$ cat src/design/gmc_map.svh
`ifndef GMC_MAP_SVH
`define GMC_MAP_SVH

// Command code of the general mask/configuration register
`define GMC_CMD_GEN_MASK     8'h17
// Field positions
`define GMC_BIT_IRQ_GATE     3'd7
`define GMC_BIT_WIDE_ACC     3'd5
`define GMC_BIT_MULTI_PRIO   3'd4
`define GMC_BIT_CLS_CHG      3'd3
`define GMC_BIT_DET_CHG      3'd2
// Value after reset: only the interrupt pin gate is set
`define GMC_CFG_RESET        8'h80
// Channels served by one register instance
`define GMC_GRP_CH           4

`endif

$ cat src/design/gmc_pkg.sv
package gmc_pkg;
	typedef logic [7:0] gmc_byte_t;
	typedef enum logic {
		GMC_ACC_NARROW = 1'b0,
		GMC_ACC_WIDE   = 1'b1
	} gmc_acc_t;
	typedef logic [2:0] gmc_prio_t;
endpackage : gmc_pkg

$ cat src/design/gmc_evt_if.sv
`timescale 1ns/100ps
`default_nettype none
interface gmc_evt_if #(
	parameter int CH = 8,
	parameter int RW = 4
);
	logic [CH-1:0]    done;
	logic [CH*RW-1:0] result;
	logic [CH-1:0]    change_only;
	logic [CH-1:0]    set;

	modport filt (input done, input result, input change_only, output set);
	modport ctrl (output done, output result, output change_only, input set);
endinterface : gmc_evt_if
`default_nettype wire

$ cat src/design/gmc_general_mask.sv
// Contract
// With the pin gate cleared the interrupt pin stays inactive whatever the mask register holds.
// With the pin gate set any unmasked interrupt bit can drive the interrupt pin active.
// The pin gate affects only the interrupt pin, never how event flags are set or cleared.
// With wide access set the device answers only at address bit zero low, with 16-bit data for all eight channels.
// With wide access cleared the device acts as two four-channel targets with 8-bit data at two consecutive addresses.
// With multi-level priority set, fast shutdown uses the 3-bit priority scheme.
// With multi-level priority cleared, fast shutdown uses one priority bit per channel.
// With class change-only set, a class event is raised only when the class result differs from the previous one.
// With class change-only cleared, a class event is raised after every classification cycle.
// With detect change-only set, a detection event is raised only when the detection result differs from the previous one.
// With detect change-only cleared, a detection event is raised after every detection cycle.
// The host keeps the fast shutdown input idle low for 200 us before raising multi-level priority.
// The host sets wide access only in the channel 1-4 register instance to enable 16-bit operation.
// Unused bits 6, 1 and 0 are plain read/write storage that resets to zero and does nothing.
`timescale 1ns/100ps
`default_nettype none
`include "gmc_map.svh"
module gmc_general_mask #(
	parameter int CH = 8,
	parameter int RW = 4
) (
	input  wire logic              clk_i,
	input  wire logic              sys_rst_i,
	// Register access from the serial target front end
	input  wire logic              reg_wr_i,
	input  wire logic              reg_rd_i,
	input  wire logic [7:0]        reg_cmd_i,
	input  wire logic              reg_a0_i,
	input  wire logic [15:0]       reg_wdata_i,
	output var  logic [15:0]       reg_rdata_o,
	output var  logic              reg_ack_o,
	// Interrupt gating
	input  wire logic [15:0]       int_pending_i,
	input  wire logic [15:0]       int_mask_i,
	output var  logic              irq_n_o,
	// Fast shutdown
	input  wire logic              fast_shutdown_input_i,
	input  wire logic [2:0]        shutdown_level_i,
	input  wire logic [CH-1:0]     prio_1bit_i,
	input  wire logic [CH*3-1:0]   prio_3bit_i,
	output var  logic [CH-1:0]     shutdown_o,
	// Discovery events
	input  wire logic [CH-1:0]     det_done_i,
	input  wire logic [CH*RW-1:0]  det_result_i,
	input  wire logic [CH-1:0]     cls_done_i,
	input  wire logic [CH*RW-1:0]  cls_result_i,
	output var  logic [CH-1:0]     detection_event_flag_o,
	output var  logic [CH-1:0]     class_event_flag_o,
	// Mode outputs to the rest of the controller
	output var  logic              wide_mode_o,
	output var  logic              multi_prio_o
);
	localparam int NGRP = CH / `GMC_GRP_CH;

	// The command map only has room for two groups of four channels
	if (CH != 2 * `GMC_GRP_CH) begin : g_chk_ch
		$error("gmc_general_mask serves exactly eight channels");
	end
	if (RW < 1) begin : g_chk_rw
		$error("gmc_general_mask needs a result of at least one bit");
	end

	// Channel to configuration group; channels 1-4 form group 0
	function automatic int grp_of(input int ch);
		grp_of = ch / `GMC_GRP_CH;
	endfunction : grp_of

	function automatic logic grp_irq(input gmc_pkg::gmc_byte_t cfg,
			input logic [7:0] pend, input logic [7:0] msk);
		// Gate only the pin; pending and event state are untouched
		grp_irq = cfg[`GMC_BIT_IRQ_GATE] & |(pend & msk);
	endfunction : grp_irq

	gmc_pkg::gmc_byte_t cfg_reg [NGRP];
	gmc_pkg::gmc_byte_t cfg_next [NGRP];
	logic [15:0]        rdata_reg;
	logic [15:0]        rdata_next;
	logic               ack_reg;
	logic               ack_next;
	logic               irq_n_reg;
	logic               irq_n_next;
	logic [CH-1:0]      shut_reg;
	logic [CH-1:0]      shut_next;
	gmc_pkg::gmc_acc_t  acc_mode;
	logic               hit;
	logic               acc_req;
	// Per-channel copies of the group settings
	logic [CH-1:0]      multi_ch;
	logic [CH-1:0]      det_chg_ch;
	logic [CH-1:0]      cls_chg_ch;

	// Bus width and addressing follow the channel 1-4 instance only
	assign acc_mode = gmc_pkg::gmc_acc_t'(cfg_reg[0][`GMC_BIT_WIDE_ACC]);
	// Wide mode answers at A0 low only; narrow mode answers at both addresses
	assign hit = (reg_cmd_i == `GMC_CMD_GEN_MASK) &&
		((acc_mode == gmc_pkg::GMC_ACC_NARROW) || !reg_a0_i);
	// A refused access raises no ack and leaves read data and the configuration untouched
	assign acc_req = hit && (reg_wr_i || reg_rd_i);

	always_comb begin
		for (int g = 0; g < NGRP; g++) begin
			cfg_next[g] = cfg_reg[g];
		end
		// Read data holds until the next accepted access, so it may be fetched late
		rdata_next = rdata_reg;
		ack_next   = 1'b0;
		if (acc_req) begin
			ack_next = 1'b1;
			if (acc_mode == gmc_pkg::GMC_ACC_WIDE) begin
				// Low byte is channels 1-4, high byte channels 5-8; a write that
				// clears wide mode still lands whole and the next access is narrow
				if (reg_wr_i) begin
					cfg_next[0] = reg_wdata_i[7:0];
					cfg_next[1] = reg_wdata_i[15:8];
				end
				rdata_next = {cfg_reg[1], cfg_reg[0]};
			end else begin
				if (reg_wr_i) begin
					cfg_next[reg_a0_i] = reg_wdata_i[7:0];
				end
				rdata_next = {8'h00, cfg_reg[reg_a0_i]};
			end
		end
	end

	// Registered so the pin cannot glitch while pending bits settle
	always_comb begin
		irq_n_next = 1'b1;
		for (int g = 0; g < NGRP; g++) begin
			if (grp_irq(cfg_reg[g], int_pending_i[g*8 +: 8], int_mask_i[g*8 +: 8])) begin
				irq_n_next = 1'b0;
			end
		end
	end

	for (genvar c = 0; c < CH; c++) begin : g_chan
		assign multi_ch[c]   = cfg_reg[grp_of(c)][`GMC_BIT_MULTI_PRIO];
		assign det_chg_ch[c] = cfg_reg[grp_of(c)][`GMC_BIT_DET_CHG];
		assign cls_chg_ch[c] = cfg_reg[grp_of(c)][`GMC_BIT_CLS_CHG];
	end

	// The 3-bit code is sampled as a level; stream recovery lives upstream and
	// relies on the idle time before the mode is raised
	always_comb begin
		shut_next = '0;
		for (int c = 0; c < CH; c++) begin
			if (multi_ch[c]) begin
				shut_next[c] = (shutdown_level_i != 3'h0) &&
					(prio_3bit_i[c*3 +: 3] >= shutdown_level_i);
			end else begin
				shut_next[c] = fast_shutdown_input_i && prio_1bit_i[c];
			end
		end
	end

	always_ff @(posedge clk_i) begin
		if (sys_rst_i) begin
			for (int g = 0; g < NGRP; g++) begin
				cfg_reg[g] <= `GMC_CFG_RESET;
			end
			rdata_reg <= 16'h0000;
			ack_reg   <= 1'b0;
		end else begin
			for (int g = 0; g < NGRP; g++) begin
				cfg_reg[g] <= cfg_next[g];
			end
			rdata_reg <= rdata_next;
			ack_reg   <= ack_next;
		end
	end

	always_ff @(posedge clk_i) begin
		if (sys_rst_i) begin
			irq_n_reg <= 1'b1;
		end else begin
			irq_n_reg <= irq_n_next;
		end
	end

	always_ff @(posedge clk_i) begin
		if (sys_rst_i) begin
			shut_reg <= '0;
		end else begin
			shut_reg <= shut_next;
		end
	end

	// Results are stored on every completed cycle whatever the mode, so a later
	// switch to change-only compares against the latest result
	gmc_evt_if #(.CH(CH), .RW(RW)) det_if ();
	gmc_evt_if #(.CH(CH), .RW(RW)) cls_if ();

	assign det_if.change_only = det_chg_ch;
	assign cls_if.change_only = cls_chg_ch;
	assign det_if.done   = det_done_i;
	assign det_if.result = det_result_i;
	assign cls_if.done   = cls_done_i;
	assign cls_if.result = cls_result_i;

	gmc_evt_filter #(.CH(CH), .RW(RW)) u_det (
		.clk_i     (clk_i),
		.sys_rst_i (sys_rst_i),
		.evt       (det_if.filt)
	);

	gmc_evt_filter #(.CH(CH), .RW(RW)) u_cls (
		.clk_i     (clk_i),
		.sys_rst_i (sys_rst_i),
		.evt       (cls_if.filt)
	);

	assign reg_rdata_o            = rdata_reg;
	assign reg_ack_o              = ack_reg;
	assign irq_n_o                = irq_n_reg;
	assign shutdown_o             = shut_reg;
	assign detection_event_flag_o = det_if.set;
	assign class_event_flag_o     = cls_if.set;
	assign wide_mode_o            = cfg_reg[0][`GMC_BIT_WIDE_ACC];
	assign multi_prio_o           = cfg_reg[0][`GMC_BIT_MULTI_PRIO];
endmodule : gmc_general_mask
`default_nettype wire

$ cat src/design/gmc_evt_filter.sv
`timescale 1ns/100ps
`default_nettype none
// Per-channel event qualifier: every completed cycle, or only a changed result
module gmc_evt_filter #(
	parameter int CH = 8,
	parameter int RW = 4
) (
	input  wire logic clk_i,
	input  wire logic sys_rst_i,
	gmc_evt_if.filt   evt
);
	logic [CH*RW-1:0] prev_reg;
	logic [CH*RW-1:0] prev_next;
	logic [CH-1:0]    seen_reg;
	logic [CH-1:0]    seen_next;
	logic [CH-1:0]    set_reg;
	logic [CH-1:0]    set_next;

	always_comb begin
		prev_next = prev_reg;
		seen_next = seen_reg;
		set_next  = '0;
		for (int c = 0; c < CH; c++) begin
			if (evt.done[c]) begin
				// First result after reset has nothing to compare with, so it counts as a change
				if (!evt.change_only[c]) begin
					set_next[c] = 1'b1;
				end else begin
					set_next[c] = !seen_reg[c] ||
						(evt.result[c*RW +: RW] != prev_reg[c*RW +: RW]);
				end
				prev_next[c*RW +: RW] = evt.result[c*RW +: RW];
				seen_next[c]          = 1'b1;
			end
		end
	end

	always_ff @(posedge clk_i) begin
		if (sys_rst_i) begin
			prev_reg <= '0;
			seen_reg <= '0;
			set_reg  <= '0;
		end else begin
			prev_reg <= prev_next;
			seen_reg <= seen_next;
			set_reg  <= set_next;
		end
	end

	assign evt.set = set_reg;
endmodule : gmc_evt_filter
`default_nettype wire

$ cat config.mk
export PLATFORM = sky130hd
export DESIGN_NAME = gmc_general_mask
export DESIGN_NICKNAME = d
export VERILOG_FILES = /design/src/design/gmc_pkg.sv /design/src/design/gmc_evt_if.sv /design/src/design/gmc_general_mask.sv /design/src/design/gmc_evt_filter.sv
export VERILOG_INCLUDE_DIRS = /design/src /design/src/design
export SDC_FILE = /design/constraint.sdc
export NUM_CORES = 1
export LEC_CHECK = 0
export BUFFER_PORTS_ARGS = -buffer_cell sky130_fd_sc_hd__buf_2
export CORE_UTILIZATION = 35
export DETAILED_ROUTE_END_ITERATION = 16
export MAX_ROUTING_LAYER = met4
export PLACE_DENSITY = 0.67
export SLEW_MARGIN = 20
export SYNTH_ARGS = -nofsm -noshare
export SYNTH_HDL_FRONTEND = slang
export SYNTH_HIERARCHICAL = 1
export SYNTH_SLANG_ARGS = --single-unit
$ cat constraint.sdc
create_clock -name clk_i -period 2 [get_ports clk_i]
set_clock_uncertainty 0.2 [all_clocks]
set_input_delay 0.2 -clock clk_i [delete_from_list [all_inputs] [get_ports clk_i]]
set_output_delay 0.2 -clock clk_i [all_outputs]
set_load 0.03 [all_outputs]
# After elaboration in Yosys (flattened, before gate mapping)
# Memory sizes are Yosys's and may differ from the RTL's.
# Index checks and enable logic that the tools add are counted.
word_totals:
  regBits: 122
  ram_bits: 16
  in_bits: 177
  elab_cells: 217
  n_memories: 1
mem_list:
  columns: ["name", "words", "word_bits", "read_ports", "rd_ports_with_merged_regs", "write_ports", "line_no", "text"]
  rows:
  - ["cfg_reg", 2, 8, 3, 0, 2, "gmc_general_mask.sv:75", "gmc_pkg::gmc_byte_t cfg_reg [NGRP];"]
op_classes:
  order_cmp: 10
  eq_ne: 17
  n_mux: 40
  bitwise: 24
  reduce_logical: 73
ops:
  columns: ["cell", "n"]
  rows:
  - ["two-way mux 16 bit", 5]
  - ["inequality test 4 bit", 16]
  - ["OR reduction 2 bit", 16]
  - ["two-way mux 1 bit", 30]
  - [">= comparator 3 bit", 8]
  - ["two-way mux 8 bit", 3]
  - ["logical AND 1 bit", 19]
  - ["logical OR 1 bit", 18]
  - ["zero test 1 bit", 17]
  - ["NOT 1 bit", 17]
  - ["AND 8 bit", 2]
  - ["bitwise mux 16 bit", 1]
  - ["OR reduction 8 bit", 2]
  - ["demux 8 bit (select 1 bit)", 1]
  - ["== test 8 x 5 -> 1 bit, second input constant", 1]
  - ["nonzero test 3 bit", 1]
  - ["AND 1 bit", 2]
  - [">= comparator 2 bit, second input constant", 1]
  - ["< comparator 2 x 1 -> 1 bit, second input constant", 1]
  - ["NOT 1 -> 2 bit", 1]
  - ["bitwise OR 1 bit", 2]

# Depth between registers and ports, before layout
depth:
  depth_word: 10
  ltp_mapped: 5
  mapped_depth_nobuf: 5

# By module
# The synthesis kept the hierarchy.
modules_own_cells:
  columns: ["mod", "instances", "cells_each", "area_per_inst_um2"]
  rows:
  - ["gmc_evt_filter", 2, 217, 2137.0]
  - ["gmc_general_mask", 1, 270, 2538.7]

# Worst setup path after synthesis
# Ideal clock, no wire load.
synth_timing:
  path_type: "input to register"
  from: "input port reg_cmd_i[7]"
  to: "register rdata_reg[15], in the netlist reg_rdata_o[15]"
  setup_time_ps: 116
  t_arrival_ps: 1524
  t_required_ps: 1684
  slack_ps: 160
  path_stages: 5
  path_cell_list: "or4b_1 -> buf_6 -> buf_8 -> o311a_1 -> a41o_1"
synth_between:
  elab_chain_len: 3
synth_lines:
  columns: ["item", "line_no", "text"]
  rows:
  - ["start, declared", "gmc_general_mask.sv:28", "input wire logic [7:0] reg_cmd_i,"]
  - ["== test 8 x 5 -> 1 bit (no source line)", null, null]
  - ["logical AND 1 bit", "gmc_general_mask.sv:96", "assign hit = (reg_cmd_i == `GMC_CMD_GEN_MASK) &&"]
  - ["logical AND 1 bit", "gmc_general_mask.sv:99", "assign acc_req = hit && (reg_wr_i || reg_rd_i);"]
  - ["end signal, assigned", "gmc_general_mask.sv:168", "rdata_reg <= rdata_next;"]
  - ["end, declared", "gmc_general_mask.sv:77", "logic [15:0] rdata_reg;"]
# Every way passes these cells.
# A chain may end at the register's enable or synchronous reset.

==> flow_metrics.tcl <==
set metrics [dict create \
    outcome "finished clean" \
    combPwrFrac_pct 15.5 \
    yosysSeqAreaShare_pct 40.6 \
    cts-root-buf "clkbuf_16" \
    drive_above_1_share_pct 27.2 \
    cp.arrival_ps 2000 \
    p_sw_share_pct 24.7 \
    grt_pass1_wl_mm 31.8 \
    hpwl_mm 12.8 \
    grt_pass1_vias 6721 \
    ys_seq_elements 138 \
    synthFlopType "dfxtp_1" \
    nets 1275 \
    synth_area_leader_cell "dfxtp_1" \
    fin_tns_setup_ps 0 \
    grt_usage_pct 20.7 \
    synth.area.top_cells "dfxtp_1, mux2i_1, nor2_1" \
    grt_max_degree 85 \
    grt_overflow 0 \
    cts_buffers 17 \
    fill_cells 1686 \
    reg2reg_from "cfg_reg[1][4]$_SDFFE_PP0P_" \
    ant_nets 0 \
    synth-simple-area-share_pct 16.0 \
    place_inst 1156 \
    synth_common_cells "dfxtp_1, nor2_1, mux2i_1" \
    vdd.ir_drop.worst_v 0.000545 \
    finalMaxSlewViolations 0 \
    area_growth_pct 52.4 \
    cts_tree "yes" \
    viasPerCell 4.85 \
    synth_cells 704 \
    critical_path_class "in -> reg" \
    path_clk_slew_ps 60 \
    p_switching_mw 1.85 \
    wl_mm 20.0 \
    synth-xor-area-share_pct 5.27 \
    synth_top_family_by_area "simple AND/OR/NAND/NOR gates" \
    gp_congestion 0.756 \
    die_x_um 142 \
    insertion_delay_ps 410 \
    yosysMostFrequentCell "dfxtp_1" \
    synth_fa_ha_area_share_pct 4.41 \
    pwr-share-clk_pct 45.2 \
    cp_max_fo 18 \
    multiInputGateArea_mm2 0.00363 \
    cts_num_sinks 138 \
    fmax_ghz 0.527 \
    pwr-share-seq_pct 39.3 \
    yosysWarnings 6 \
    power.internal_mw 5.64 \
    finalSetupViolCount 0 \
    setup.worst_path.end_class "register" \
    final_cells 1348 \
    critPathRequiredTime_ps 2100 \
    fin_crit_sh_pct 94.8 \
    htree_num_levels 4 \
    setup.worst_path.start "reg_cmd_i[7]" \
    rsz0062_at_grt "no" \
    drt-wirelength-per-cell_um 14.8 \
    syn_avg_cell_area_um2 9.68 \
    route.detailed.drc 0 \
    hold_violations 0 \
    die-area_mm2 0.0200 \
    rows 50 \
    clock_path_buffers 2 \
    io_buffers 220 \
    synth_mux_area_share_pct 11.6 \
    syn_area_mm2 0.00681 \
    fp.coreArea_mm2 0.0189 \
    fin_crit_ps 1900 \
    drv_cap 0 \
    initial_utilization_pct 36.1 \
    ioPinCount 221 \
    antenna_found_initial 1 \
    seqCellArea_mm2 0.00276 \
    synth.distinct_cells 48 \
    tightest_slew_ps 629 \
    power.density_mw_per_mm2 722 \
    p_leak_nw 4.78 \
    first_pass_iters 5 \
    slew_headroom_pct 58.0 \
    cp-start-kind "input port" \
    synth_fp_nets 905 \
    synth_compound_area_share_pct 15.9 \
    synth_edf_count 0 \
    hold_class "in -> reg" \
    postCtsSetupBuffers 0 \
    yosys.area.top_type_share_pct 40.6 \
    min_from "prio_3bit_i[11]" \
    first_iter_violations 343 \
    die_h_um 142 \
    async_flop_share_pct 0 \
    num_vias 6537 \
]
## final timing paths
path | end | slack (ps) | depth (start not counted)
hold reg to reg | u_det/evt.set[7]$_SDFF_PP0_ | 250 | 1
hold / removal | shutdown_o[3]$_SDFF_PP0_ | 20 | 4
setup / recovery | cfg_reg[0][6]$_SDFFE_PP0P_ | 100 | 6
setup reg to reg | shutdown_o[5]$_SDFF_PP0_ | 110 | 4
## per-stage QoR
| step | cell area [µm²] | hold slack [ps] | power (mW) | util [%] | setup WS, ps |
|---|---|---|---|---|---|
| 2_1_floorplan | 6810 | 108 | 3.52 | - | 160 |
| 4_1_cts | 10400 | 1.44 | 7.55 | 55.0 | 15.4 |
| 3_3_place_gp | 8150 | 195 | 3.84 | 43.1 | 38.3 |
| 5_1_grt | 10400 | 17.4 | 7.81 | 54.9 | 2.78 |
| 3_5_place_dp | 8150 | 199 | 3.86 | 43.1 | 32.6 |
| 6_report | 10400 | 16.7 | 7.49 | 54.9 | 104 |
## layer usage
metal / vias to the layer above / part of all wire [%] / track usage [%] / wire [µm]
li1: 3228 / - / - / -
met5: - / 0 / - / 0
met2: 194 / 52 / 37.9 / 10400
met3: 31 / 5.5 / 4.93 / 1100
met4: 0 / 1.9 / 7.19 / 383
met1: 3084 / 41 / 21.7 / 8110
## power by group through the flow
stage | logic, mW | clock network, mW | registers [mW]
6_report | 1.16 | 3.39 | 2.95
5_1_grt | 1.27 | 3.58 | 2.96
4_1_cts | 1.14 | 3.46 | 2.94
3_5_place_dp | 0.860 | 0 | 3.00
3_3_place_gp | 0.840 | 0 | 3.00
2_1_floorplan | 0.476 | 0 | 3.04
## layout by cell type (no fill, tap or decap), types with 3 or more instances in the layout
| cell type | netlist | layout |
|---|---|---|
| ha_1 | 24 | 24 |
| a222oi_1 | 8 | 8 |
| nor2b_1 | 11 | 11 |
| clkbuf_16 | 0 | 17 |
| xnor2_1 | 16 | 16 |
| o21ai_0 | 8 | 8 |
| xor2_1 | 25 | 25 |
| a311oi_1 | 9 | 9 |
| and2_1 | 7 | 7 |
| nor2b_4 | 8 | 8 |
| nor2_1 | 105 | 105 |
| dfxtp_1 | 138 | 138 |
| nand2_1 | 23 | 23 |
| o31ai_1 | 15 | 15 |
| inv_1 | 50 | 50 |
| a41o_1 | 8 | 8 |
| inv_6 | 0 | 3 |
| buf_4 | 0 | 17 |
| a2111oi_4 | 8 | 8 |
| a21oi_1 | 8 | 8 |
| a31oi_1 | 10 | 10 |
| nor3_1 | 8 | 8 |
| mux2i_1 | 79 | 79 |
| o311a_2 | 7 | 7 |
| a41oi_1 | 9 | 9 |
| buf_2 | 24 | 219 |
| dlygate4sd3_1 | 0 | 159 |
| a22oi_1 | 8 | 8 |
| bufinv_16 | 0 | 4 |
| nand4_1 | 8 | 8 |
| a211oi_1 | 16 | 16 |
| and3b_1 | 7 | 7 |
| clkinv_4 | 0 | 3 |
| nand2b_1 | 18 | 18 |
## kinds of logic (layout without fill, tap and decap cells)
| kind of cell | count (synthesis) | count (layout) |
|---|---|---|
| AND/OR/NAND/NOR | 209 | 209 |
| AO/OA/AOI/OAI | 117 | 117 |
| flip-flops | 138 | 138 |
| multiplexers | 79 | 79 |
| XOR/XNOR | 41 | 41 |
| adder cells (fa/ha/maj) | 24 | 24 |
| buffers and inverters | 96 | 479 |
| other | 0 | 1 |
## worst max-delay path, cell delays in order
cell	delay (ps)
buf_2	110
or4b_1	510
buf_4	230
o31ai_1	290
a21oi_1	90
dlygate4sd3_1	560
## final cells by class
cell class	count	share of cell area (%)
clock buffers	19	4.27
inverters	51	1.84
clock inverters	13	1.83
flip-flops and latches	138	26.6
well taps	260	3.13
diodes	1	0.0241
repair buffers	396	27.3
multi-input cells	470	35.0
## repair_timing
action	4_1_cts	5_1_grt
gates resized for setup	0	1
hold endpoints to repair	120	0
hold buffers	160	0
setup endpoints to repair	0	2
No activity file was read; power rests on OpenSTA's default activity.
